File: src/pkg/kshc_consts.svh
// constants of the keyscan host command port: codes, bit positions, timing
`ifndef KSHC_CONSTS_SVH
`define KSHC_CONSTS_SVH
`define KSHC_ADDR7 7'h51
`define KSHC_CMD_FIFO_READ 8'h20
`define KSHC_CMD_REREAD 8'h21
`define KSHC_CMD_DEBOUNCE 8'h22
`define KSHC_CMD_AUX_IN 8'h30
`define KSHC_CMD_AUX_OUT 8'h31
`define KSHC_CMD_AUX_DIR 8'h32
`define KSHC_CMD_PWM_HI 8'h40
`define KSHC_CMD_PWM_LO 8'h41
`define KSHC_CMD_PWM_CTL 8'h42
`define KSHC_CMD_INT 8'hd0
`define KSHC_CMD_PIN_WAKE 8'hd1
`define KSHC_CMD_STATUS 8'he0
`define KSHC_CMD_SCAN_REQ 8'he3
`define KSHC_CMD_ACTIVE 8'he4
`define KSHC_CMD_ERROR 8'hf0
`define KSHC_INT_ERR 3
`define KSHC_INT_PIN1 2
`define KSHC_INT_PIN0 1
`define KSHC_INT_KEY 0
`define KSHC_ERR_QFULL 6
`define KSHC_ERR_LOST 4
`define KSHC_ERR_KEYS 2
`define KSHC_ERR_BADOP 1
`define KSHC_ERR_EARLY 0
`define KSHC_STAT_RESET 8'h00
`define KSHC_STAT_WAKE 8'h02
`define KSHC_STAT_OK 8'h06
`define KSHC_STAT_FAIL 8'h15
`define KSHC_FIFO_DEPTH 14
`define KSHC_EMPTY_CODE 8'h00
`define KSHC_CLK_MHZ 50
`define KSHC_EARLY_NS 2000
`define KSHC_EARLY_CYC ((`KSHC_EARLY_NS * `KSHC_CLK_MHZ + 999) / 1000)
`define KSHC_STEP_MS 4
`define KSHC_DEBOUNCE_MS 10
`define KSHC_ACTIVE_MS 500
`define KSHC_DEBOUNCE_DEF ((`KSHC_DEBOUNCE_MS + `KSHC_STEP_MS - 1) / `KSHC_STEP_MS)
`define KSHC_ACTIVE_DEF ((`KSHC_ACTIVE_MS + `KSHC_STEP_MS - 1) / `KSHC_STEP_MS)
`define KSHC_FETCH_CYC 2
`endif

File: src/pkg/kshc_pkg.sv
// types of the keyscan host command port
package kshc_pkg;
  typedef enum logic [2:0] {
    KSHC_IDLE = 3'h0,
    KSHC_RX = 3'h1,
    KSHC_ACK = 3'h2,
    KSHC_TX = 3'h3,
    KSHC_HACK = 3'h4,
    KSHC_FETCH = 3'h5,
    KSHC_WAIT = 3'h6
  } kshc_phase_t;
  typedef enum logic [1:0] {
    KSHC_B_ADDR = 2'h0,
    KSHC_B_CMD = 2'h1,
    KSHC_B_DATA = 2'h2
  } kshc_kind_t;
  // one sampled two-wire line: two sync stages plus a delayed copy
  typedef struct packed {
    logic s1;
    logic s2;
    logic d;
  } kshc_sync_t;
  typedef struct packed {
    kshc_sync_t scl;
    kshc_sync_t sda;
    logic [1:0] pin_s1;
    logic [1:0] pin_s2;
    logic [1:0] pin_d;
    kshc_phase_t phase;
    kshc_kind_t kind;
    logic [3:0] bitcnt;
    logic [7:0] shreg;
    logic rw;
    logic [7:0] cmd;
    logic cmd_seen;
    logic fail;
    logic ack_pend;
    logic awake;
    logic first_nack;
    logic [7:0] early_cnt;
    logic [7:0] int_code;
    logic [7:0] err_code;
    logic [7:0] status;
    logic [1:0] pin_en;
    logic [7:0] debounce;
    logic [7:0] active;
    logic [3:0] rd_ptr;
    logic [3:0] wr_ptr;
    logic [4:0] count;
    logic [4:0] peek;
    logic [1:0] fetch_cnt;
    logic sda_oe;
    logic scl_oe;
    logic drive_lvl;
    logic irq_n;
  } kshc_state_t;
endpackage

File: src/design/kshc_port.sv
// host command port of the keyscan companion: two-wire slave and code registers
`include "kshc_consts.svh"
`timescale 1ns/1ns
`default_nettype none
module kshc_port #(
  parameter int FIFO_DEPTH = `KSHC_FIFO_DEPTH,
  parameter int EARLY_CYC = `KSHC_EARLY_CYC
) (
  input wire logic sys_clk,
  input wire logic sys_rst,
  input wire logic scl_i,
  output logic scl_o,
  output logic scl_oe,
  input wire logic sda_i,
  output logic sda_o,
  output logic sda_oe,
  output logic irq_n,
  input wire logic aux_pin_zero,
  input wire logic aux_pin_one,
  input wire logic key_evt_valid,
  input wire logic [7:0] key_evt_code,
  input wire logic key_overrun,
  input wire logic halt_req,
  output logic awake,
  output logic [1:0] pin_wake_en,
  output logic [7:0] debounce_code,
  output logic [7:0] active_code
);
  kshc_pkg::kshc_state_t s_r;
  kshc_pkg::kshc_state_t s_nxt;
  logic [3:0] mem_rd_addr; // read index into the event store
  logic [7:0] mem_rd_data; // registered event from the store
  logic mem_wr; // push strobe into the store

  initial
  begin
    if (FIFO_DEPTH < 1 || FIFO_DEPTH > 15 || EARLY_CYC < 1 || EARLY_CYC > 255)
      $error("kshc_port: parameter out of range");
  end

  // opcodes the device understands, even those whose targets live elsewhere
  function automatic logic is_known(input logic [7:0] c);
    case (c)
      `KSHC_CMD_FIFO_READ, `KSHC_CMD_REREAD, `KSHC_CMD_DEBOUNCE,
      `KSHC_CMD_AUX_IN, `KSHC_CMD_AUX_OUT, `KSHC_CMD_AUX_DIR,
      `KSHC_CMD_PWM_HI, `KSHC_CMD_PWM_LO, `KSHC_CMD_PWM_CTL,
      `KSHC_CMD_INT, `KSHC_CMD_PIN_WAKE, `KSHC_CMD_STATUS,
      `KSHC_CMD_SCAN_REQ, `KSHC_CMD_ACTIVE, `KSHC_CMD_ERROR: is_known = 1'b1;
      default: is_known = 1'b0;
    endcase
  endfunction

  // index sum modulo the queue depth
  function automatic logic [3:0] wrap_add(input logic [3:0] p, input logic [4:0] k);
    logic [5:0] sum;
    sum = {2'b00, p} + {1'b0, k};
    if (sum >= 6'(FIFO_DEPTH))
      sum = sum - 6'(FIFO_DEPTH);
    wrap_add = sum[3:0];
  endfunction

  kshc_event_mem #(
    .DEPTH(16),
    .WIDTH(8)
  ) u_mem (
    .sys_clk(sys_clk),
    .wr_en(mem_wr),
    .wr_addr(s_r.wr_ptr),
    .wr_data(key_evt_code),
    .rd_addr(mem_rd_addr),
    .rd_data(mem_rd_data)
  );

  // read index follows the head plus the reread offset
  assign mem_rd_addr = wrap_add(s_r.rd_ptr, s_r.peek);

  // next-state logic: line sampling, bus sequencing, code registers
  always_comb
  begin
    logic scl_rise;
    logic scl_fall;
    logic start_c;
    logic stop_c;
    logic [1:0] edge_c;
    logic [7:0] int_set;
    logic [7:0] err_set;
    logic push;
    logic pop;
    logic [7:0] txb;
    scl_rise = 1'b0;
    scl_fall = 1'b0;
    start_c = 1'b0;
    stop_c = 1'b0;
    edge_c = 2'b00;
    int_set = 8'h00;
    err_set = 8'h00;
    push = 1'b0;
    pop = 1'b0;
    txb = `KSHC_EMPTY_CODE;
    s_nxt = s_r;
    // two stages on every pin; only the second and later copies are read
    s_nxt.scl.s1 = scl_i;
    s_nxt.scl.s2 = s_r.scl.s1;
    s_nxt.scl.d = s_r.scl.s2;
    s_nxt.sda.s1 = sda_i;
    s_nxt.sda.s2 = s_r.sda.s1;
    s_nxt.sda.d = s_r.sda.s2;
    s_nxt.pin_s1 = {aux_pin_one, aux_pin_zero};
    s_nxt.pin_s2 = s_r.pin_s1;
    s_nxt.pin_d = s_r.pin_s2;
    scl_rise = s_r.scl.s2 & ~s_r.scl.d;
    scl_fall = ~s_r.scl.s2 & s_r.scl.d;
    // conditions are judged with clock high on both sampled copies
    start_c = s_r.scl.s2 & s_r.scl.d & s_r.sda.d & ~s_r.sda.s2;
    stop_c = s_r.scl.s2 & s_r.scl.d & ~s_r.sda.d & s_r.sda.s2;
    edge_c = (s_r.pin_s2 ^ s_r.pin_d) & s_r.pin_en;
    if (s_r.early_cnt != 8'h00)
      s_nxt.early_cnt = s_r.early_cnt - 8'h01;

    // bus sequencing; the device only ever answers the host
    if (start_c)
    begin
      // start or repeated start restarts byte framing
      if (!s_r.awake)
      begin
        s_nxt.awake = 1'b1;
        s_nxt.first_nack = 1'b1;
        s_nxt.early_cnt = 8'(EARLY_CYC);
      end
      s_nxt.phase = kshc_pkg::KSHC_RX;
      s_nxt.kind = kshc_pkg::KSHC_B_ADDR;
      s_nxt.bitcnt = 4'h0;
      s_nxt.sda_oe = 1'b0;
      s_nxt.scl_oe = 1'b0;
      s_nxt.ack_pend = 1'b0;
    end
    else if (stop_c)
    begin
      // a finished command leaves its verdict in the status code
      if (s_r.cmd_seen)
        s_nxt.status = s_r.fail ? `KSHC_STAT_FAIL : `KSHC_STAT_OK;
      s_nxt.cmd_seen = 1'b0;
      s_nxt.phase = kshc_pkg::KSHC_IDLE;
      s_nxt.sda_oe = 1'b0;
      s_nxt.scl_oe = 1'b0;
    end
    else
    begin
      unique case (s_r.phase)
        kshc_pkg::KSHC_IDLE, kshc_pkg::KSHC_WAIT:
        begin
          s_nxt.sda_oe = 1'b0;
        end
        kshc_pkg::KSHC_RX:
        begin
          // sample on rising clock, act on the falling edge after bit eight
          if (scl_rise && s_r.bitcnt != 4'h8)
          begin
            s_nxt.shreg = {s_r.shreg[6:0], s_r.sda.s2};
            s_nxt.bitcnt = s_r.bitcnt + 4'h1;
          end
          else if (scl_fall && s_r.bitcnt == 4'h8)
          begin
            s_nxt.bitcnt = 4'h0;
            s_nxt.phase = kshc_pkg::KSHC_ACK;
            s_nxt.sda_oe = 1'b1; // receiver acknowledges each byte except a foreign address or the address byte after the start that woke it from halt
            unique case (s_r.kind)
              kshc_pkg::KSHC_B_ADDR:
              begin
                s_nxt.first_nack = 1'b0;
                // start byte and foreign addresses fall out here
                if (s_r.shreg[7:1] != `KSHC_ADDR7 || s_r.first_nack)
                begin
                  s_nxt.sda_oe = 1'b0;
                  s_nxt.phase = kshc_pkg::KSHC_WAIT;
                end
                s_nxt.rw = s_r.shreg[0];
              end
              kshc_pkg::KSHC_B_CMD:
              begin
                s_nxt.cmd = s_r.shreg;
                s_nxt.cmd_seen = 1'b1;
                s_nxt.peek = 5'h00;
                s_nxt.fail = 1'b0;
                if (!is_known(s_r.shreg))
                begin
                  err_set[`KSHC_ERR_BADOP] = 1'b1;
                  s_nxt.fail = 1'b1;
                end
                // opcode landing before the wake settling time ran out
                if (s_r.early_cnt != 8'h00)
                begin
                  err_set[`KSHC_ERR_EARLY] = 1'b1;
                  s_nxt.fail = 1'b1;
                end
              end
              default:
              begin
                // data bytes of write commands
                unique case (s_r.cmd)
                  `KSHC_CMD_PIN_WAKE: s_nxt.pin_en = s_r.shreg[1:0];
                  `KSHC_CMD_DEBOUNCE:
                  begin
                    if (s_r.shreg == 8'h00)
                      s_nxt.fail = 1'b1;
                    else
                      s_nxt.debounce = s_r.shreg;
                  end
                  `KSHC_CMD_ACTIVE:
                  begin
                    // active time must outlast debounce
                    if (s_r.shreg <= s_r.debounce)
                      s_nxt.fail = 1'b1;
                    else
                      s_nxt.active = s_r.shreg;
                  end
                  default: s_nxt.fail = s_r.fail;
                endcase
              end
            endcase
          end
        end
        kshc_pkg::KSHC_ACK:
        begin
          if (scl_fall)
          begin
            s_nxt.sda_oe = 1'b0;
            if (s_r.kind == kshc_pkg::KSHC_B_ADDR && s_r.rw)
            begin
              // hold the clock low while the answer byte is fetched
              s_nxt.phase = kshc_pkg::KSHC_FETCH;
              s_nxt.scl_oe = 1'b1;
              s_nxt.fetch_cnt = 2'h0;
            end
            else
            begin
              s_nxt.phase = kshc_pkg::KSHC_RX;
              s_nxt.kind = (s_r.kind == kshc_pkg::KSHC_B_ADDR) ?
                kshc_pkg::KSHC_B_CMD : kshc_pkg::KSHC_B_DATA;
            end
          end
        end
        kshc_pkg::KSHC_FETCH:
        begin
          s_nxt.fetch_cnt = s_r.fetch_cnt + 2'h1;
          // load the answer one cycle before the clock is let go
          if (s_r.fetch_cnt == 2'(`KSHC_FETCH_CYC - 1))
          begin
            unique case (s_r.cmd)
              `KSHC_CMD_INT:
              begin
                txb = s_r.int_code;
                s_nxt.int_code = 8'h00;
              end
              `KSHC_CMD_STATUS: txb = s_r.status;
              `KSHC_CMD_ERROR:
              begin
                txb = s_r.err_code;
                s_nxt.err_code = 8'h00;
              end
              `KSHC_CMD_FIFO_READ:
              begin
                // pop on each byte; empty queue answers with the empty code
                if (s_r.count != 5'h00)
                begin
                  txb = mem_rd_data;
                  pop = 1'b1;
                end
              end
              `KSHC_CMD_REREAD:
              begin
                // walk a private offset; the head stays where it was
                if (s_r.peek < s_r.count)
                begin
                  txb = mem_rd_data;
                  s_nxt.peek = s_r.peek + 5'h01;
                end
              end
              default: txb = 8'h00;
            endcase
            s_nxt.shreg = {txb[6:0], 1'b0};
            s_nxt.sda_oe = ~txb[7];
            s_nxt.bitcnt = 4'h1;
          end
          else if (s_r.fetch_cnt == 2'(`KSHC_FETCH_CYC))
          begin
            // data settled a cycle ago, so it never moves with the clock high
            s_nxt.scl_oe = 1'b0;
            s_nxt.phase = kshc_pkg::KSHC_TX;
          end
        end
        kshc_pkg::KSHC_TX:
        begin
          if (scl_fall)
          begin
            if (s_r.bitcnt == 4'h8)
            begin
              s_nxt.sda_oe = 1'b0;
              s_nxt.phase = kshc_pkg::KSHC_HACK;
            end
            else
            begin
              s_nxt.sda_oe = ~s_r.shreg[7];
              s_nxt.shreg = {s_r.shreg[6:0], 1'b0};
              s_nxt.bitcnt = s_r.bitcnt + 4'h1;
            end
          end
        end
        kshc_pkg::KSHC_HACK:
        begin
          // host nack ends the read; ack asks for one more byte
          if (scl_rise)
          begin
            if (s_r.sda.s2)
              s_nxt.phase = kshc_pkg::KSHC_WAIT;
            else
              s_nxt.ack_pend = 1'b1;
          end
          else if (scl_fall && s_r.ack_pend)
          begin
            s_nxt.ack_pend = 1'b0;
            s_nxt.phase = kshc_pkg::KSHC_FETCH;
            s_nxt.scl_oe = 1'b1;
            s_nxt.fetch_cnt = 2'h0;
          end
        end
        default:
        begin
          s_nxt.phase = kshc_pkg::KSHC_IDLE;
          s_nxt.sda_oe = 1'b0;
          s_nxt.scl_oe = 1'b0;
        end
      endcase
    end

    // key events enter the queue while there is room
    if (key_evt_valid)
    begin
      if (s_r.count < 5'(FIFO_DEPTH))
      begin
        push = 1'b1;
        int_set[`KSHC_INT_KEY] = 1'b1;
      end
      else
        err_set[`KSHC_ERR_QFULL] = 1'b1;
    end
    if (key_overrun)
      err_set[`KSHC_ERR_KEYS] = 1'b1;
    // pin edges: one pin enabled marks both bits
    if (edge_c != 2'b00)
    begin
      if (s_r.pin_en == 2'b11)
      begin
        int_set[`KSHC_INT_PIN0] = edge_c[0];
        int_set[`KSHC_INT_PIN1] = edge_c[1];
      end
      else
      begin
        int_set[`KSHC_INT_PIN0] = 1'b1;
        int_set[`KSHC_INT_PIN1] = 1'b1;
      end
      if (!s_r.awake)
      begin
        s_nxt.awake = 1'b1;
        s_nxt.status = `KSHC_STAT_WAKE;
      end
    end
    // a pending cause hit again is folded in before the host saw it
    if ((int_set & s_r.int_code) != 8'h00)
      err_set[`KSHC_ERR_LOST] = 1'b1;
    if (err_set != 8'h00)
      int_set[`KSHC_INT_ERR] = 1'b1;
    // sets are merged after any clear-on-read so a same-cycle event survives
    s_nxt.int_code = s_nxt.int_code | (int_set & 8'h0f);
    s_nxt.err_code = s_nxt.err_code | (err_set & 8'h57);
    s_nxt.irq_n = (s_nxt.int_code == 8'h00);

    // queue bookkeeping
    if (push)
      s_nxt.wr_ptr = wrap_add(s_r.wr_ptr, 5'h01);
    if (pop)
      s_nxt.rd_ptr = wrap_add(s_r.rd_ptr, 5'h01);
    s_nxt.count = s_r.count + {4'h0, push} - {4'h0, pop};

    // halt only between transfers, so a frame is never cut short
    if (halt_req && s_r.phase == kshc_pkg::KSHC_IDLE && !start_c)
      s_nxt.awake = 1'b0;
  end

  assign mem_wr = key_evt_valid && (s_r.count < 5'(FIFO_DEPTH));

  // state register with synchronous reset
  always_ff @(posedge sys_clk)
  begin
    if (sys_rst)
    begin
      s_r <= '0;
      s_r.scl <= 3'b111;
      s_r.sda <= 3'b111;
      s_r.phase <= kshc_pkg::KSHC_IDLE;
      s_r.awake <= 1'b1;
      s_r.status <= `KSHC_STAT_RESET;
      s_r.debounce <= 8'(`KSHC_DEBOUNCE_DEF);
      s_r.active <= 8'(`KSHC_ACTIVE_DEF);
      s_r.irq_n <= 1'b1;
    end
    else
      s_r <= s_nxt;
  end

  // outputs straight from the state register
  assign scl_o = s_r.drive_lvl;
  assign scl_oe = s_r.scl_oe;
  assign sda_o = s_r.drive_lvl;
  assign sda_oe = s_r.sda_oe;
  assign irq_n = s_r.irq_n;
  assign awake = s_r.awake;
  assign pin_wake_en = s_r.pin_en;
  assign debounce_code = s_r.debounce;
  assign active_code = s_r.active;
endmodule
`default_nettype wire

File: src/design/kshc_event_mem.sv
// small key event store with registered read data
`timescale 1ns/1ns
`default_nettype none
module kshc_event_mem #(
  parameter int DEPTH = 16,
  parameter int WIDTH = 8
) (
  input wire logic sys_clk,
  input wire logic wr_en,
  input wire logic [$clog2(DEPTH)-1:0] wr_addr,
  input wire logic [WIDTH-1:0] wr_data,
  input wire logic [$clog2(DEPTH)-1:0] rd_addr,
  output var logic [WIDTH-1:0] rd_data
);
  // no reset on the array: contents are only read behind the fill count
  logic [WIDTH-1:0] mem [DEPTH];

  initial
  begin
    if (DEPTH < 2 || WIDTH < 1)
      $error("kshc_event_mem: bad geometry");
  end

  // write port and registered read port
  always_ff @(posedge sys_clk)
  begin
    if (wr_en)
      mem[wr_addr] <= wr_data;
    rd_data <= mem[rd_addr];
  end
endmodule
`default_nettype wire

File: config.mk
export PLATFORM = sky130hd
export DESIGN_NAME = kshc_port
export DESIGN_NICKNAME = d
export VERILOG_FILES = /design/src/pkg/kshc_pkg.sv /design/src/design/kshc_port.sv /design/src/design/kshc_event_mem.sv
export VERILOG_INCLUDE_DIRS = /design/src /design/src/pkg
export SDC_FILE = /design/constraint.sdc
export NUM_CORES = 1
export LEC_CHECK = 0
export ABC_AREA = 1
export BUFFER_PORTS_ARGS = -buffer_cell sky130_fd_sc_hd__buf_4
export CORE_MARGIN = 2
export CORE_UTILIZATION = 39
export CTS_BUF_LIST = sky130_fd_sc_hd__clkbuf_4
export CTS_CLUSTER_SIZE = 25
export DETAILED_ROUTE_END_ITERATION = 8
export MAX_ROUTING_LAYER = met4
export PLACE_DENSITY = 0.52
export SYNTH_ARGS = -nofsm -noshare
export SYNTH_HDL_FRONTEND = slang
export SYNTH_SLANG_ARGS = --single-unit
File: constraint.sdc
create_clock -name sys_clk -period 3.4 [get_ports sys_clk]
set_clock_uncertainty 0.05 [all_clocks]
set_input_delay 0.17 -clock sys_clk [delete_from_list [all_inputs] [get_ports sys_clk]]
set_output_delay 0.17 -clock sys_clk [all_outputs]
set_load 0.01 [all_outputs]
# After elaboration in Yosys (flattened, before gate mapping)

Memories as Yosys holds them, arrays and structs flattened. A register that Yosys moved wholly into a read port is not among the register bits.
Cells that the tools add are included.

Register bits after elaboration: 116
Latch bits: 0
ROM bits: 0
Memories: 1
Memory bits (writable): 128

Multipliers: 0
Eq/ne operators: 72
Div/mod/pow operators: 0
Reductions and logical operators: 53
Add/sub/neg operators: 12
Bitwise gates (word level): 29
Order comparisons: 6
Mux-type cells: 143
Shifts and indexed selects: 0

Memory list:

| memory    | depth | width | rd ports | clocked after Yosys merged registers in | write ports | RTL line             | RTL |
|---|---|---|---|---|---|---|---|
| u_mem.mem | 16    | 8     | 1        | 1                                       | 1           | kshc_event_mem.sv:16 | `logic [WIDTH-1:0] mem [DEPTH];` |

Operator list:

| kind               | number |
|---|---|
| $mux 8             | 19 |
| $mux 18            | 5 |
| $eq 8x8->1 const B | 11 |
| $eq 8x6->1 const B | 9 |
| $mux 1             | 55 |
| $mux 16            | 3 |
| $mux 42            | 1 |
| $mux 5             | 8 |
| $pmux 8 s5         | 1 |
| $ne 2x2->1 const B | 19 |
| $mux 12            | 3 |
| $mux 3             | 12 |
| $pmux 12 s3        | 1 |
| $mux 11            | 3 |
| $ne 4x4->1 const B | 8 |
| $mux 2             | 15 |
| $reduce_and 6->1   | 5 |
| $reduce_and 7->1   | 4 |
| $eq 8x7->1 const B | 3 |
| $mux 4             | 6 |
| $mux 23            | 1 |
| $reduce_and 10->1  | 2 |
| $mux 9             | 2 |
| $ne 3x3->1 const B | 6 |
| other kinds (55)   | 113 |

# Logic depth before layout (Yosys ltp)

Gate-level depths: netlist of the first run.

Word-level depth: 20
Gate-level depth with buffers: 15

# Cells and area by module

A second synthesis of the first run with hierarchy kept.

Cells, all modules: 1452
Area total of the unflattened synthesis: 12045.3 sq um

By module, submodules not included:

| module         | instances | area an instance (sq um) | cells an instance |
|---|---|---|---|
| kshc_port      | 1         | 6273.5                   | 899 |
| kshc_event_mem | 1         | 5771.8                   | 553 |

# Worst setup path before layout of the first run

No wires, ideal clock.

Path kind: reg-to-reg
Start point: register s_r[12] (netlist bit)
End point: register s_r[15] (netlist bit)
Cell stages (with the launch flop): 15
Clock period less this slack: 2.658 ns
Setup time: 0.125 ns
Path slack: 0.742 ns
Data required time: 3.225 ns
Arrival: 2.483 ns
Buffers on the path: 0
Cell sequence: dfxtp_1 -> ha_1 -> nand2_1 -> nand2_1 -> nor2_2 -> clkinv_1 -> ha_1 -> inv_1 -> ha_1 -> inv_1 -> fa_1 -> nor3_1 -> a211oi_1 -> o21ai_0 -> a21oi_1

Cells in the longest elaborated chain, start to end: 8

RTL lines:

| what                                                               | RTL line         | RTL |
|---|---|---|
| start: declaration                                                 | kshc_port.sv:29  | `kshc_pkg::kshc_state_t s_r;` |
| start signal: assignment                                           | kshc_port.sv:408 | `s_r <= s_nxt;` |
| parallel branches: the longest is 7 deep, another holds $lt 5x4->1 | --               |  |
| $sub 5x1->5 (*)                                                    | kshc_port.sv:383 | `s_nxt.count = s_r.count + {4'h0, push} - {4'h0, pop};` |

Mark *: on every way between the ends.
A chain may end at the register's enable or synchronous reset.

# Final worst setup path of the first run

Start point: register s_r[102] (netlist bit)
End point: register s_r[15] (netlist bit)

Cells in the longest elaborated chain, start to end: 5

RTL lines:

| what        | RTL line         | RTL |
|---|---|---|
| $eq 3x3->1  | kshc_port.sv:149 | `unique case (s_r.phase)` |
| $mux 1      | kshc_port.sv:149 |  |
| $mux 1      | kshc_port.sv:137 | `else if (stop_c)` |
| $mux 1      | kshc_port.sv:121 | `if (start_c)` |
| $sub 5x1->5 | kshc_port.sv:383 |  |

Every way passes these cells.

==> results of run 1 <==
==> layer usage <==
metal  global-route usage [%]  up-vias
met5                        -        -
met4                     7.18        0
met3                     3.73       52
met2                     30.9      195
met1                     24.0     4142
li1                         -     4546
==> worst min path at each step <==
stage | start | to | slack, ns | cells past startpoint
final | scl_i | s_nxt[115] | 0.17 | 3
after global routing | sda_i | s_nxt[112] | 0.13 | 3
after CTS | scl_i | s_nxt[115] | 0.10 | 3
after detailed placement | sda_i | s_nxt[112] | 0.31 | 2
after global placement | scl_i | s_nxt[115] | 0.31 | 2
after floorplan | key_evt_code[0] | u_mem.mem[0][0] | 0.22 | 0
==> logic make-up (layout without fill, tap and decap cells) <==
| kind of cell | Yosys count | after routing | share of synthesized area (%) |
|---|---|---|---|
| AOI/OAI and AO/OA | 169 | 169 | 7.89 |
| muxes | 64 | 64 | 5.40 |
| other | 1 | 4 | 0.0316 |
| buffers and inverters | 187 | 318 | 7.05 |
| DFF | 249 | 249 | 52.9 |
| adders and majority gates | 42 | 42 | 4.56 |
| xor gates and xnor gates | 19 | 19 | 1.56 |
| and+or+nand+nor | 558 | 558 | 20.6 |
==> power groups by stage <==
stage | Clock, mW | Sequential (mW) | Combinational [mW]
2_1_floorplan | 0 | 3.55 | 1.02
3_3_place_gp | 0 | 3.61 | 1.36
3_5_place_dp | 0 | 3.61 | 1.37
4_1_cts | 2.91 | 3.55 | 1.39
5_1_grt | 3.07 | 3.57 | 1.59
6_report | 2.81 | 3.55 | 1.38
==> sequential cells by signal, indices dropped and copies added (netlist names) <==
name and flops:
u_mem.mem 128, u_mem.rd_data 8, sda_oe 1, debounce_code 8, s_r 83, awake 1, scl_oe 1, active_code 8
s_nxt 8, irq_n 1, pin_wake_en 2
==> stage by stage <==
step / total power, mW / worst slack, ns / instances
2_1_floorplan: 4.57 / 0.742 / 1290
3_3_place_gp: 4.97 / 0.615 / 1678
5_1_grt: 8.24 / 0.259 / 1813
4_1_cts: 7.85 / 0.538 / 1811
3_5_place_dp: 4.98 / 0.579 / 1678
6_report: 7.73 / 0.543 / 1813
==> tightest hold or removal path: stages <==
cell	delay, ns
sky130_fd_sc_hd__dlygate4sd3_1	0.53
sky130_fd_sc_hd__buf_4	0.09
sky130_fd_sc_hd__or2_2	0.08
==> layout make-up <==
class                      count  area [um^2]  area share [%]
sequential                   249         6270            46.3
multi-input combinational    854         4770            35.3
clock buffer                 103          773            5.72
timing repair buffer          73          611            4.52
inverter                     132          495            3.66
tap                          390          488            3.61
clock inverter                10          116           0.861
antenna                        2         5.00          0.0370
==> what timing repair did <==
item,CTS,global route
hold buffers,20,0
endpoints found under the hold margin,164,0
setup endpoints to repair,0,0
setup buffers,0,0
==> cells in the final DEF (no fill, tap or decap), types with 5 or more instances in the layout <==
master	netlist	final
sky130_fd_sc_hd__nand2_2	7	7
sky130_fd_sc_hd__o211ai_1	11	11
sky130_fd_sc_hd__inv_2	10	10
sky130_fd_sc_hd__ha_1	40	39
sky130_fd_sc_hd__clkinv_1	4	11
sky130_fd_sc_hd__xor2_1	13	13
sky130_fd_sc_hd__xnor2_1	5	5
sky130_fd_sc_hd__dlygate4sd3_1	0	20
sky130_fd_sc_hd__a21oi_1	83	83
sky130_fd_sc_hd__dfxtp_1	121	121
sky130_fd_sc_hd__a211oi_1	12	12
sky130_fd_sc_hd__nand2_1	274	274
sky130_fd_sc_hd__buf_4	23	52
sky130_fd_sc_hd__inv_1	118	118
sky130_fd_sc_hd__edfxtp_1	128	128
sky130_fd_sc_hd__o21ai_0	48	48
sky130_fd_sc_hd__nand3_1	104	104
sky130_fd_sc_hd__nor2_1	113	113
sky130_fd_sc_hd__nand4_1	13	13
sky130_fd_sc_hd__or2_2	6	6
sky130_fd_sc_hd__mux2i_1	64	64
sky130_fd_sc_hd__nor3_1	17	17
sky130_fd_sc_hd__clkbuf_4	0	103
==> flow_results.org, run 1 <==
** Power and ir drop
- Cell Pwr Density :: between 500 and 600 nW/um^2
- The share of total power dissipated in sequential elements is 45.9%.
- For this design the total switching power over the nets is ~2.3 mW.
- Logic gate share of total power :: roughly 18%
- For this design the static power due to leakage is ~5.5 nW.
- Max VDD drop :: about 0.00030 V
- Switch share :: between 20% and 30%
- Internal power :: between 5 and 6 mW
- The clock network is responsible for between 30% and 40% of the overall power.

** Worst setup path
- Capture point of the worst reg-to-reg path :: s_r[15]
- Register-to-Register Path Depth :: 15
- The worst setup path is of the flip-flop to flip-flop kind.
- Critical Path End :: s_r[15]
- Cell chain of the critical path :: inv_2 -> nor2_4 -> nand2_4 -> nor2_1 -> nand2_1 -> nor2_1 -> ha_1 -> inv_1 -> ha_1 -> inv_1 -> fa_1 -> nor3_1 -> a211oi_1 -> o21ai_0 -> a21oi_1
- Worst path max stage delay :: around 0.4 ns
- Largest fanout on the critical path :: 4
- Data arrival at the endpoint of the critical path :: 3.36 ns
- Cell family with the largest share of critical-path delay :: simple AND/OR/NAND/NOR gates
- Tracing the worst setup path back leads to its startpoint at s_r[102].
- The setup check on the worst reg-to-reg path leaves a slack of ~0.54 ns.
- Counting both buffers and inverters, the worst setup path holds a total of 3.
- The worst setup path is launched from a flip-flop.
- STA classifies the critical path endpoint as a flip-flop.
- Req. time, crit path :: 3.90 ns
- The critical path runs through a total of 15 cells.
- The largest individual stage delay along the critical path comes from the cell sky130_fd_sc_hd__fa_1.
- Beginning of the worst register-to-register path :: s_r[102]

** Synth
- In the synthesized netlist, the number of instances is roughly 1300.
- Each instance of the synthesized netlist takes up on average a little over 9 um^2.
- The synthesized design spends more area on one cell type than any other, namely sky130_fd_sc_hd__edfxtp_1.
- For this run, the leading register cell type out of synthesis is sky130_fd_sc_hd__edfxtp_1.
- The Yosys step of the flow raised 0 warnings.
- Cell area after synthesis :: around 12000 um^2
- Synth top area cells :: sky130_fd_sc_hd__edfxtp_1, sky130_fd_sc_hd__dfxtp_1, sky130_fd_sc_hd__nand2_1
- Sequential element share of the synthesized area :: about 53%
- Number of synthesized register bits :: approximately 250
- Top-area cell type share of the netlist area :: 32.4%
- Counting instances in the post-synthesis netlist gives the leading cell types as sky130_fd_sc_hd__nand2_1, sky130_fd_sc_hd__edfxtp_1, sky130_fd_sc_hd__dfxtp_1.
- In the synthesized netlist the async set-or-reset flop fraction comes to 0%.
- Top-count cell post-synth :: sky130_fd_sc_hd__nand2_1
- Number of enable-type register cells in the synthesized netlist :: between 100 and 150
- The number of different library cells used by synthesis comes to 49.

** Global routing
- Wire length of the first global-routing pass :: approximately 46000 um
- Across every metal layer, demand over resource in global routing totals roughly a fifth.
- Summed over all layers, the global routing overflow is 0.
- Antenna violations before repair :: 1
- Pin count of the biggest net entering global routing :: 46
- Number of global-route vias before repair :: around 8700

** Clocking
- The number of clock buffers added by TritonCTS is 69.
- Clock-pin slew was measured on the worst setup and hold paths at 0.06 ns.
- Num Clock Sinks :: roughly 250
- Clock tree from TritonCTS :: built
- Worst-skew pair later-pin latency :: 0.68 ns
- Deepest clock path buffer count :: 3
- The number of gates resized after CTS was 0.
- Root buffer cell :: sky130_fd_sc_hd__clkbuf_4
- The H-tree generated during clock tree synthesis spans 3 levels.

** Routing
- Aggregate routed wire length :: between 20000 and 30000 um
- Initial drt markers :: between 500 and 600
- M1 wire length :: 13100 um
- In the routed design, unresolved DRC markers number 0.
- Antenna Violating Nets Remaining :: 0
- Router iterations before antenna repair :: 5
- Met3 WL post-DR :: between 1000 and 1500 um
- After detailed routing, the average wire length per cell comes to approximately 16 um.
- Routed signal wires occupy layers up through met4.
- Detailed routing inserted a total of slightly below 9000 vias.
- Wire segments on met2 add up to about 14000 um in the final route.
- Via/cell ratio :: 4.93

** Floorplan
- Total die area :: 31800 um^2
- After floorplanning, the core was sized to cover 29800 um^2.
- Once the floorplan was initialized, standard cells occupied around two fifths of the core.
- After floorplanning, the core was divided into between 60 and 70 placement rows.
- The die is between 150 and 200 um tall.
- The die is roughly 180 um wide.
- Pin placement for this block handled 41 I/O pins.

** Placement
- Area post-placement :: between 10000 and 15000 um^2
- Port Buffer Count :: 38
- The HPWL after detailed placement is ~20000 um.
- Routability Congestion :: 0.910

** Timing
- After layout, the minimum clock period comes to 2.86 ns.
- For this run, the top clock speed supported by timing is approximately 0.35 GHz.
- Setup TNS :: 0 ns
- The hold violation total from the final report came to 0.
- Setup repair after global routing left no endpoint under its margin.
- Hold Worst Slack :: roughly 0.17 ns
- Fin. max-slew vios :: 0
- Of the available clock period, the critical path in the final layout requires around 84%.
- Setup violations remaining at the end of the flow were counted as 0.
- For the pin with the worst max-slew slack, the measured transition is roughly 0.9 ns.
- The worst pin sits at a relative slew slack of roughly two fifths.

** Cells and area
- Once layout is complete, the utilization of the core stands at between 40% and 50%.
- The post-route netlist has approximately 14% of its cells at a drive strength greater than 1.
- Area growth from synthesis to layout :: 14.1%
- After the last flow step, the layout net total stands at ~1400.
- Fillers :: 2936
- After routing the design area is approximately 14000 um^2.

** Min path
- The worst hold path belongs to the class input port to flip-flop.

** Job
- Number of maximum-capacitance violations :: 0

** Outcome
- The run finished with clean final reports.
(Power assumes the default switching activity.)
==> run 2, diff against run 1 <==
PLACE_DENSITY = 0.54   (was 0.52)
clock period = 2.6 ns   (was 3.4 ns; I/O delays follow)
==> run 2 against run 1 <==
Effect of this change: flip-flop and latch count unchanged; cell area up 3.1%; clock power up 23%; core utilization up 1.4 points; die area unchanged; non-clock buffer count up 41; fmax up 15%; routed wire length up 0.22%; via count up 1.5%; count of clock-buffer cells in the layout unchanged; worst hold slack worse by 0.027 ns; register-to-register slack worse by 0.42 ns.
==> flow_results.org, run 2 (same netlist as run 1, synthesis figures left out) <==
** Routing
- Average wire per cell in the routed design :: 15.5 um (was 15.9 um)
- Antenna Violating Nets Remaining :: 0 (unchanged)
- The post-route DRC violation count was 0 (unchanged).
- The routed via count came to 9069 (was 8935).
- Aggregate routed wire length :: 28900 um (was 28800 um)
- Initial drt markers :: 623 (was 589)
- Via/cell ratio :: 4.87 (was 4.93)
- Router iterations before antenna repair :: 7 (was 5)

** Worst setup path
- Cell chain of the critical path :: nand2_1 -> nor3_1 -> nor2_2 -> nand2_1 -> nor2_2 -> ha_1 -> inv_1 -> ha_1 -> inv_1 -> fa_2 -> nor3_2 -> a211oi_1 -> o21ai_1 -> a21oi_1 (was inv_2 -> nor2_4 -> nand2_4 -> nor2_1 -> nand2_1 -> nor2_1 -> ha_1 -> inv_1 -> ha_1 -> inv_1 -> fa_1 -> nor3_1 -> a211oi_1 -> o21ai_0 -> a21oi_1)
- The data required time at the worst endpoint came to 3.04 ns (was 3.90 ns).
- The cell at the slowest stage of the critical path is sky130_fd_sc_hd__dfxtp_1 (was sky130_fd_sc_hd__fa_1).
- Beginning of the worst register-to-register path :: s_r[114] (was s_r[102])
- The endpoint arrival time on the critical path came to 2.92 ns (was 3.36 ns).
- Internal reg-to-reg setup slack :: 0.12 ns (was 0.54 ns)
- The cell depth of the worst flop-to-flop path is 14 (was 15).
- The startpoint-to-endpoint class of the critical path is flip-flop to flip-flop (unchanged).
- Startpoint type of the worst setup path :: flip-flop (unchanged)
- Worst path max stage delay :: 0.39 ns (was 0.40 ns)
- The dominant delay contributor by cell family on the critical path was simple AND/OR/NAND/NOR gates (unchanged).
- Largest fanout on the critical path :: 4 (unchanged)
- Capture point of the worst reg-to-reg path :: s_r[15] (unchanged)
- Crit end category :: flip-flop (unchanged)
- The critical path buffer and inverter count was 2 (was 3).

** Clocking
- The root buffer cell was sky130_fd_sc_hd__clkbuf_4 (unchanged).
- The maximum level of the CTS H-tree is 3 (unchanged).
- The clock-pin slew of the registers on the worst-case setup and hold paths came to 0.06 ns (about the same).
- Clock tree from TritonCTS :: built (unchanged)
- Num Clock Sinks :: 249 (unchanged)
- Worst-skew pair later-pin latency :: 0.67 ns (was 0.68 ns)
- Deepest clock path buffer count :: 3 (unchanged)
- The number of CTS-inserted buffers is 71 (was 69).

** Job
- Number of maximum-capacitance violations :: 0 (unchanged)

** Cells and area
- The share of the core filled with cells in the final layout was 46.8% (was 45.4%).
- The number of flip-flops under the largest register name was 128 (unchanged).
- Layout net count :: 1481 (was 1438)
- Ratio of cells with drive above 1 in the final layout :: 17.7% (was 14.3%)
- The count of fill cells added during filler insertion is 2906 (was 2936).
- Most frequent cells in the layout :: sky130_fd_sc_hd__nand2_1, sky130_fd_sc_hd__edfxtp_1, sky130_fd_sc_hd__dfxtp_1, sky130_fd_sc_hd__inv_1, sky130_fd_sc_hd__nor2_1 (unchanged)
- Most frequent standard cell in the layout excluding fill and tap cells :: sky130_fd_sc_hd__nand2_1 (unchanged)
- The sequential cell area in the final layout came to 6270 um^2 (unchanged).
- Top flop regs :: u_mem.mem (128), s_r (83) (unchanged)
- The register with the most flip-flops is u_mem.mem (unchanged).
- The total area of multi-input combinational cells came to 4830 um^2 (was 4770 um^2).
- The synthesis-to-layout area growth came to 17.6% (was 14.1%).
- Post-route cell area :: 13900 um^2 (was 13500 um^2)
- Cell Count, Final, Fillers Out :: 1862 (was 1813)

** Global routing
- Pin count of the biggest net entering global routing :: 42 (was 46)
- The total routing usage reported by global routing came to 19.0% (was 19.2%).
- The first-pass GRT wire length came to 45800 um (was 46000 um).
- The via count of the first global-routing pass came to 8755 (was 8736).
- The total congestion overflow came to 0 (unchanged).
- Antenna violations before repair :: 1 (unchanged)

** Timing
- Setup TNS :: 0 ns (unchanged)
- The final number of max-transition violations was 0 (unchanged).
- The time the final worst path needs with I/O delays and setup is 2.48 ns (was 2.86 ns).
- The number of setup violations in the final report came to 0 (unchanged).
- Slew HR :: 48.1% (was 39.5%)
- Slew @ Worst Pin :: 0.773 ns (was 0.904 ns)
- Period utilisation layout :: 95.4% (was 84.0%)
- Final Hold Fails :: 0 (unchanged)
- The achievable clock frequency was 0.403 GHz (was 0.350 GHz).
- RSZ-0062 raised after global routing: true (was false).
- Final setup slack of the worst path :: 0.119 ns (was 0.543 ns)
- The worst hold slack is 0.146 ns (was 0.173 ns).

** Min path
- Number of instances on the worst hold path :: 3 (unchanged)
- The capture endpoint of the worst hold path is s_nxt[115] (unchanged).
- Worst Min Path Start :: scl_i (unchanged)
- The worst hold path class is input port to flip-flop (unchanged).

** Floorplan
- The placeable core region was 29800 um^2 (unchanged).
- Chip Height :: 178 um (unchanged)
- The floorplan die area is 31800 um^2 (unchanged).
- The effective utilization at floorplan came to 39.8% (unchanged).
- # rows :: 63 (unchanged)
- The number of primary I/O pins came to 41 (unchanged).
- Die outline width :: 178 um (unchanged)

** Power and ir drop
- The sequential fraction of design power came to 46.3% (was 45.9%).
- The total net switching power came to 3.03 mW (was 2.27 mW).
- The cell-internal power came to 6.94 mW (was 5.46 mW).
- The static power due to leakage came to 5.70 nW (was 5.47 nW).
- The areal power density over the cells came to 715 nW/um^2 (was 572 nW/um^2).
- The switching part of the total power came to 30.4% (was 29.4%).
- Clock network power share :: 34.7% (was 36.3%)
- Max VDD drop :: 0.000446 V (was 0.000299 V)
- Logic gate share of total power :: 19.1% (was 17.8%)
- Total Power Consumption :: 9.97 mW (was 7.73 mW)

** Placement
- DP Cell Count :: 1717 (was 1678)
- Post-place setup slack :: -0.0169 ns (was 0.579 ns)
- Port Buffer Count :: 38 (unchanged)
- The standard cell area after detailed placement is 12800 um^2 (was 12400 um^2).
- The estimated wirelength of the detail-placed design was 19800 um (was 19500 um).
- The placer's final routability congestion estimate was 0.868 (was 0.910).

** Outcome
- Run status :: finished clean (unchanged)
## run 2: routing by layer
metal | vias up | wire [um] | GRT usage [%]
met2 | 227 | 13600 | 30.2
met1 | 4135 | 13200 | 23.9
met3 | 61 | 1340 | 3.58
met4 | 0 | 708 | 7.52
met5 | - | 0 | -
li1 | 4646 | - | -
## run 2: power groups by stage
| stage | sequential [mW] | combinational (mW) | clock, mW |
|---|---|---|---|
| floorplan | 4.64 | 1.33 | 0 |
| global placement | 4.69 | 1.85 | 0 |
| detailed placement | 4.69 | 1.87 | 0 |
| CTS | 4.61 | 1.90 | 3.58 |
| global route | 4.64 | 2.17 | 3.78 |
| finish | 4.61 | 1.90 | 3.46 |
## run 2: worst max-delay path by stage
stage / startpoint / end / slack [ns] / cells past startpoint
final: s_r[114] / s_r[15] / 0.12 / 14
after global routing: s_r[81] / s_r[15] / -0.04 / 14
after CTS: s_r[81] / s_r[15] / 0.003 / 14
after detailed placement: s_r[86] / s_r[15] / -0.02 / 14
after global placement: s_r[81] / s_r[15] / 0.04 / 14
after floorplan: s_r[12] / s_r[15] / 0.02 / 14
## run 2: what timing repair did
item	in CTS	in global routing
resized for setup	3	13
gates cloned	0	1
setup buffers	0	3
hold buffers	18	0
endpoints found under the setup margin	1	9
hold endpoints to repair	156	0
pin swaps	0	4
## run 2: worst min-delay path, cell delays in order
cell                            delay [ns]
sky130_fd_sc_hd__dlygate4sd3_1        0.52
sky130_fd_sc_hd__buf_4                0.09
sky130_fd_sc_hd__or2_2                0.08
## run 2: final cells by class
type                    count  area share, %
flip-flops and latches    249           45.0
diodes                      1         0.0180
repair buffers            114           7.13
clock inverters            19          0.619
clock buffers             103           5.55
inverters                 132           3.56
well taps                 390           3.50
multi-input cells         854           34.7
==> run 3, diff against run 2 <==
CORE_MARGIN = 8   (was 2)
==> run 3 against run 2 <==
Effect of this change: worst hold slack better by 0.014 ns; clock power up 2%; combinational power fell by 2%; die area up 14%; worst setup slack better by 0.039 ns; cell area about the same; via count barely moved; register-to-register slack improved by 0.04 ns; highest routed layer unchanged; first-iteration DRC count decreased by 12%; critical path type unchanged; count of clock-buffer cells in the layout rose by 1; sequential power about the same.
==> flow_results.org, run 3 (same netlist as run 1, synthesis figures left out) <==
** Routing
- Average wire per cell in the routed design :: 15.6 um (was 15.5 um)
- Number of vias in the routed layout :: 9061 (was 9069)
- Initial drt markers :: 547 (was 623)
- M1 wire length :: 13300 um (was 13200 um)
- The post-route DRC violation count was 0 (unchanged).
- The total wirelength of the detailed-routed design is 29100 um (was 28900 um).
- Top routing layer in use :: met4 (unchanged)
- The via count normalized by instance count is 4.86 (was 4.87).
- Router iterations before antenna repair :: 5 (was 7)
- Met3 WL post-DR :: 1310 um (was 1340 um)
- The post-detailed-route count of antenna-violating nets came to 0 (unchanged).
- Met2 routed WL :: 13800 um (was 13600 um)

** Outcome
- Run status :: finished clean (unchanged)

** Worst setup path
- Worst-path cell with the longest stage delay :: sky130_fd_sc_hd__fa_2 (was sky130_fd_sc_hd__dfxtp_1)
- Startpoint type of the worst setup path :: flip-flop (unchanged)
- The startpoint-to-endpoint class of the critical path was flip-flop to flip-flop (unchanged).
- Largest fanout on the critical path :: 3 (was 4)
- Cell chain of the critical path :: nor2_2 -> nand2_1 -> nor2_2 -> nand2_1 -> nor2_4 -> ha_1 -> inv_1 -> ha_1 -> inv_1 -> fa_2 -> nor3_2 -> a211oi_1 -> o21ai_0 -> a21oi_1 (was nand2_1 -> nor3_1 -> nor2_2 -> nand2_1 -> nor2_2 -> ha_1 -> inv_1 -> ha_1 -> inv_1 -> fa_2 -> nor3_2 -> a211oi_1 -> o21ai_1 -> a21oi_1)
- Worst path max stage delay :: 0.36 ns (was 0.39 ns)
- The element type at the critical path end is a flip-flop (unchanged).
- Req. time, crit path :: 3.06 ns (was 3.04 ns)
- The endpoint arrival time on the critical path is 2.91 ns (was 2.92 ns).

** Cells and area
- Top flop regs :: u_mem.mem (128), s_r (83) (unchanged)
- The leading cell type in the layout, fill and taps excluded is sky130_fd_sc_hd__nand2_1 (unchanged).
- The synthesis-to-layout area growth came to 17.5% (was 17.6%).
- The number of flip-flops under the largest register name was 128 (unchanged).
- Register ranked first by flip-flop count :: u_mem.mem (unchanged)
- The count of fill cells added during filler insertion was 3008 (was 2906).
- Ratio of cells with drive above 1 in the final layout :: 17.9% (was 17.7%)
- The final net count was 1478 (was 1481).
- Post-route cell area :: 13900 um^2 (about the same)
- Most frequent cells in the layout: sky130_fd_sc_hd__nand2_1, sky130_fd_sc_hd__edfxtp_1, sky130_fd_sc_hd__inv_1, sky130_fd_sc_hd__dfxtp_1, sky130_fd_sc_hd__nor2_1 (was sky130_fd_sc_hd__nand2_1, sky130_fd_sc_hd__edfxtp_1, sky130_fd_sc_hd__dfxtp_1, sky130_fd_sc_hd__inv_1, sky130_fd_sc_hd__nor2_1).

** Placement
- The standard cell area after detailed placement is 12800 um^2 (about the same).
- The estimated wirelength of the detail-placed design came to 20300 um (was 19800 um).
- The placer's final routability congestion estimate is 0.917 (was 0.868).
- The number of port buffers came to 38 (unchanged).
- Post-place setup slack :: 0.0448 ns (was -0.0169 ns)

** Clocking
- Deepest clock path buffer count :: 3 (unchanged)
- The root buffer cell was sky130_fd_sc_hd__clkbuf_4 (unchanged).
- The number of post-CTS setup repair buffers was 0 (unchanged).
- The clock-pin slew of the registers on the worst-case setup and hold paths came to 0.06 ns (about the same).
- Worst-skew pair later-pin latency :: 0.67 ns (about the same)
- The number of clock sinks came to 249 (unchanged).
- Cts bufs inserted :: 70 (was 71)
- The clock tree from TritonCTS was built (unchanged).
- H-tree levels :: 3 (unchanged)

** Timing
- Period utilisation layout :: 93.9% (was 95.4%)
- Setup TNS :: 0 ns (unchanged)
- The final number of max-transition violations was 0 (unchanged).
- Final setup slack of the worst path :: 0.158 ns (was 0.119 ns)
- Highest achievable clock rate :: 0.409 GHz (was 0.403 GHz)
- Period minus WS final :: 2.44 ns (was 2.48 ns)
- The number of setup violations in the final report came to 0 (unchanged).
- Final Hold Fails :: 0 (unchanged)

** Power and ir drop
- Cell Pwr Density :: 720 nW/um^2 (was 715 nW/um^2)
- The worst supply voltage drop on vdd was 0.000340 V (was 0.000446 V).
- Leak :: 5.70 nW (about the same)
- Total Power Consumption :: 10.0 mW (was 9.97 mW)

** Floorplan
- Core ar. :: 30300 um^2 (was 29800 um^2)
- Chip Height :: 190 um (was 178 um)
- The effective utilization at floorplan came to 39.2% (was 39.8%).
- The floorplan die area came to 36200 um^2 (was 31800 um^2).
- The row count is 64 (was 63).
- Die outline width :: 190 um (was 178 um)
- Number of I/O pins :: 41 (unchanged)

** Global routing
- Antenna violations before repair :: 1 (unchanged)
- The first-pass GRT wire length is 46800 um (was 45800 um).
- The total routing usage reported by global routing was 16.7% (was 19.0%).
- The via count of the first global-routing pass was 9026 (was 8755).
- The maximum number of pins on one net before global-route repair came to 42 (unchanged).
- Leftover overflow at the end of global routing :: 0 (unchanged)

** Job
- Number of maximum-capacitance violations :: 0 (unchanged)

** Min path
- Worst min path class :: input port to flip-flop (unchanged)
[run 3: path summary, 6_finish.rpt]
kind | cells after the start | to | start | slack, ns
setup / recovery | 14 | s_r[15] | s_r[81] | 0.16
hold / removal | 3 | s_nxt[115] | scl_i | 0.16
setup reg to reg | 14 | s_r[15] | s_r[81] | 0.16
hold reg to reg | 2 | s_nxt[106] | s_nxt[108] | 0.36
[run 3: repair_timing]
item / in CTS / in global routing
endpoints found under the hold margin: 158 / 0
hold buffers: 19 / 0
setup endpoints to repair: 0 / 7
resized for setup: 0 / 15
[run 3: cell type report]
type | instances | area, um^2 | area share [%]
flip-flops and latches | 249 | 6270 | 45.0
repair buffers | 112 | 976 | 7.01
inverters | 132 | 497 | 3.57
well taps | 396 | 495 | 3.56
multi-input cells | 854 | 4810 | 34.6
clock buffers | 104 | 781 | 5.61
clock inverters | 15 | 91.3 | 0.656
diodes | 1 | 2.50 | 0.0180
[run 3: per-stage QoR]
stage / hold WS, ns / util, % / std cells
after floorplan: 0.179 / - / 1290
after global placement: 0.267 / 42.3 / 1724
after CTS: 0.0996 / 45.8 / 1862
after global routing: 0.115 / 46.0 / 1863
after detailed placement: 0.268 / 42.3 / 1724
final: 0.161 / 46.0 / 1863
[run 3: worst max-delay path: cells and delay by family (launching register included)]
kind,cells,cell delay (ns)
and+or+nand+nor,6,0.82
adders and majority gates,3,0.74
DFF,1,0.32
AOI/OAI and AO/OA,3,0.26
buffers and inverters,2,0.12
[run 3: metal layers]
metal	global-route usage (%)	vias up
met5	-	-
met1	20.8	4169
li1	-	4634
met4	6.35	0
met3	3.37	59
met2	26.4	199
[run 3: where the power goes]
part | total (mW) | internal (mW) | switching (mW)
Combinational | 1.86 | 0.693 | 1.16
Sequential | 4.63 | 4.41 | 0.213
Clock | 3.54 | 1.92 | 1.62
Total | 10.0 | 7.03 | 2.99
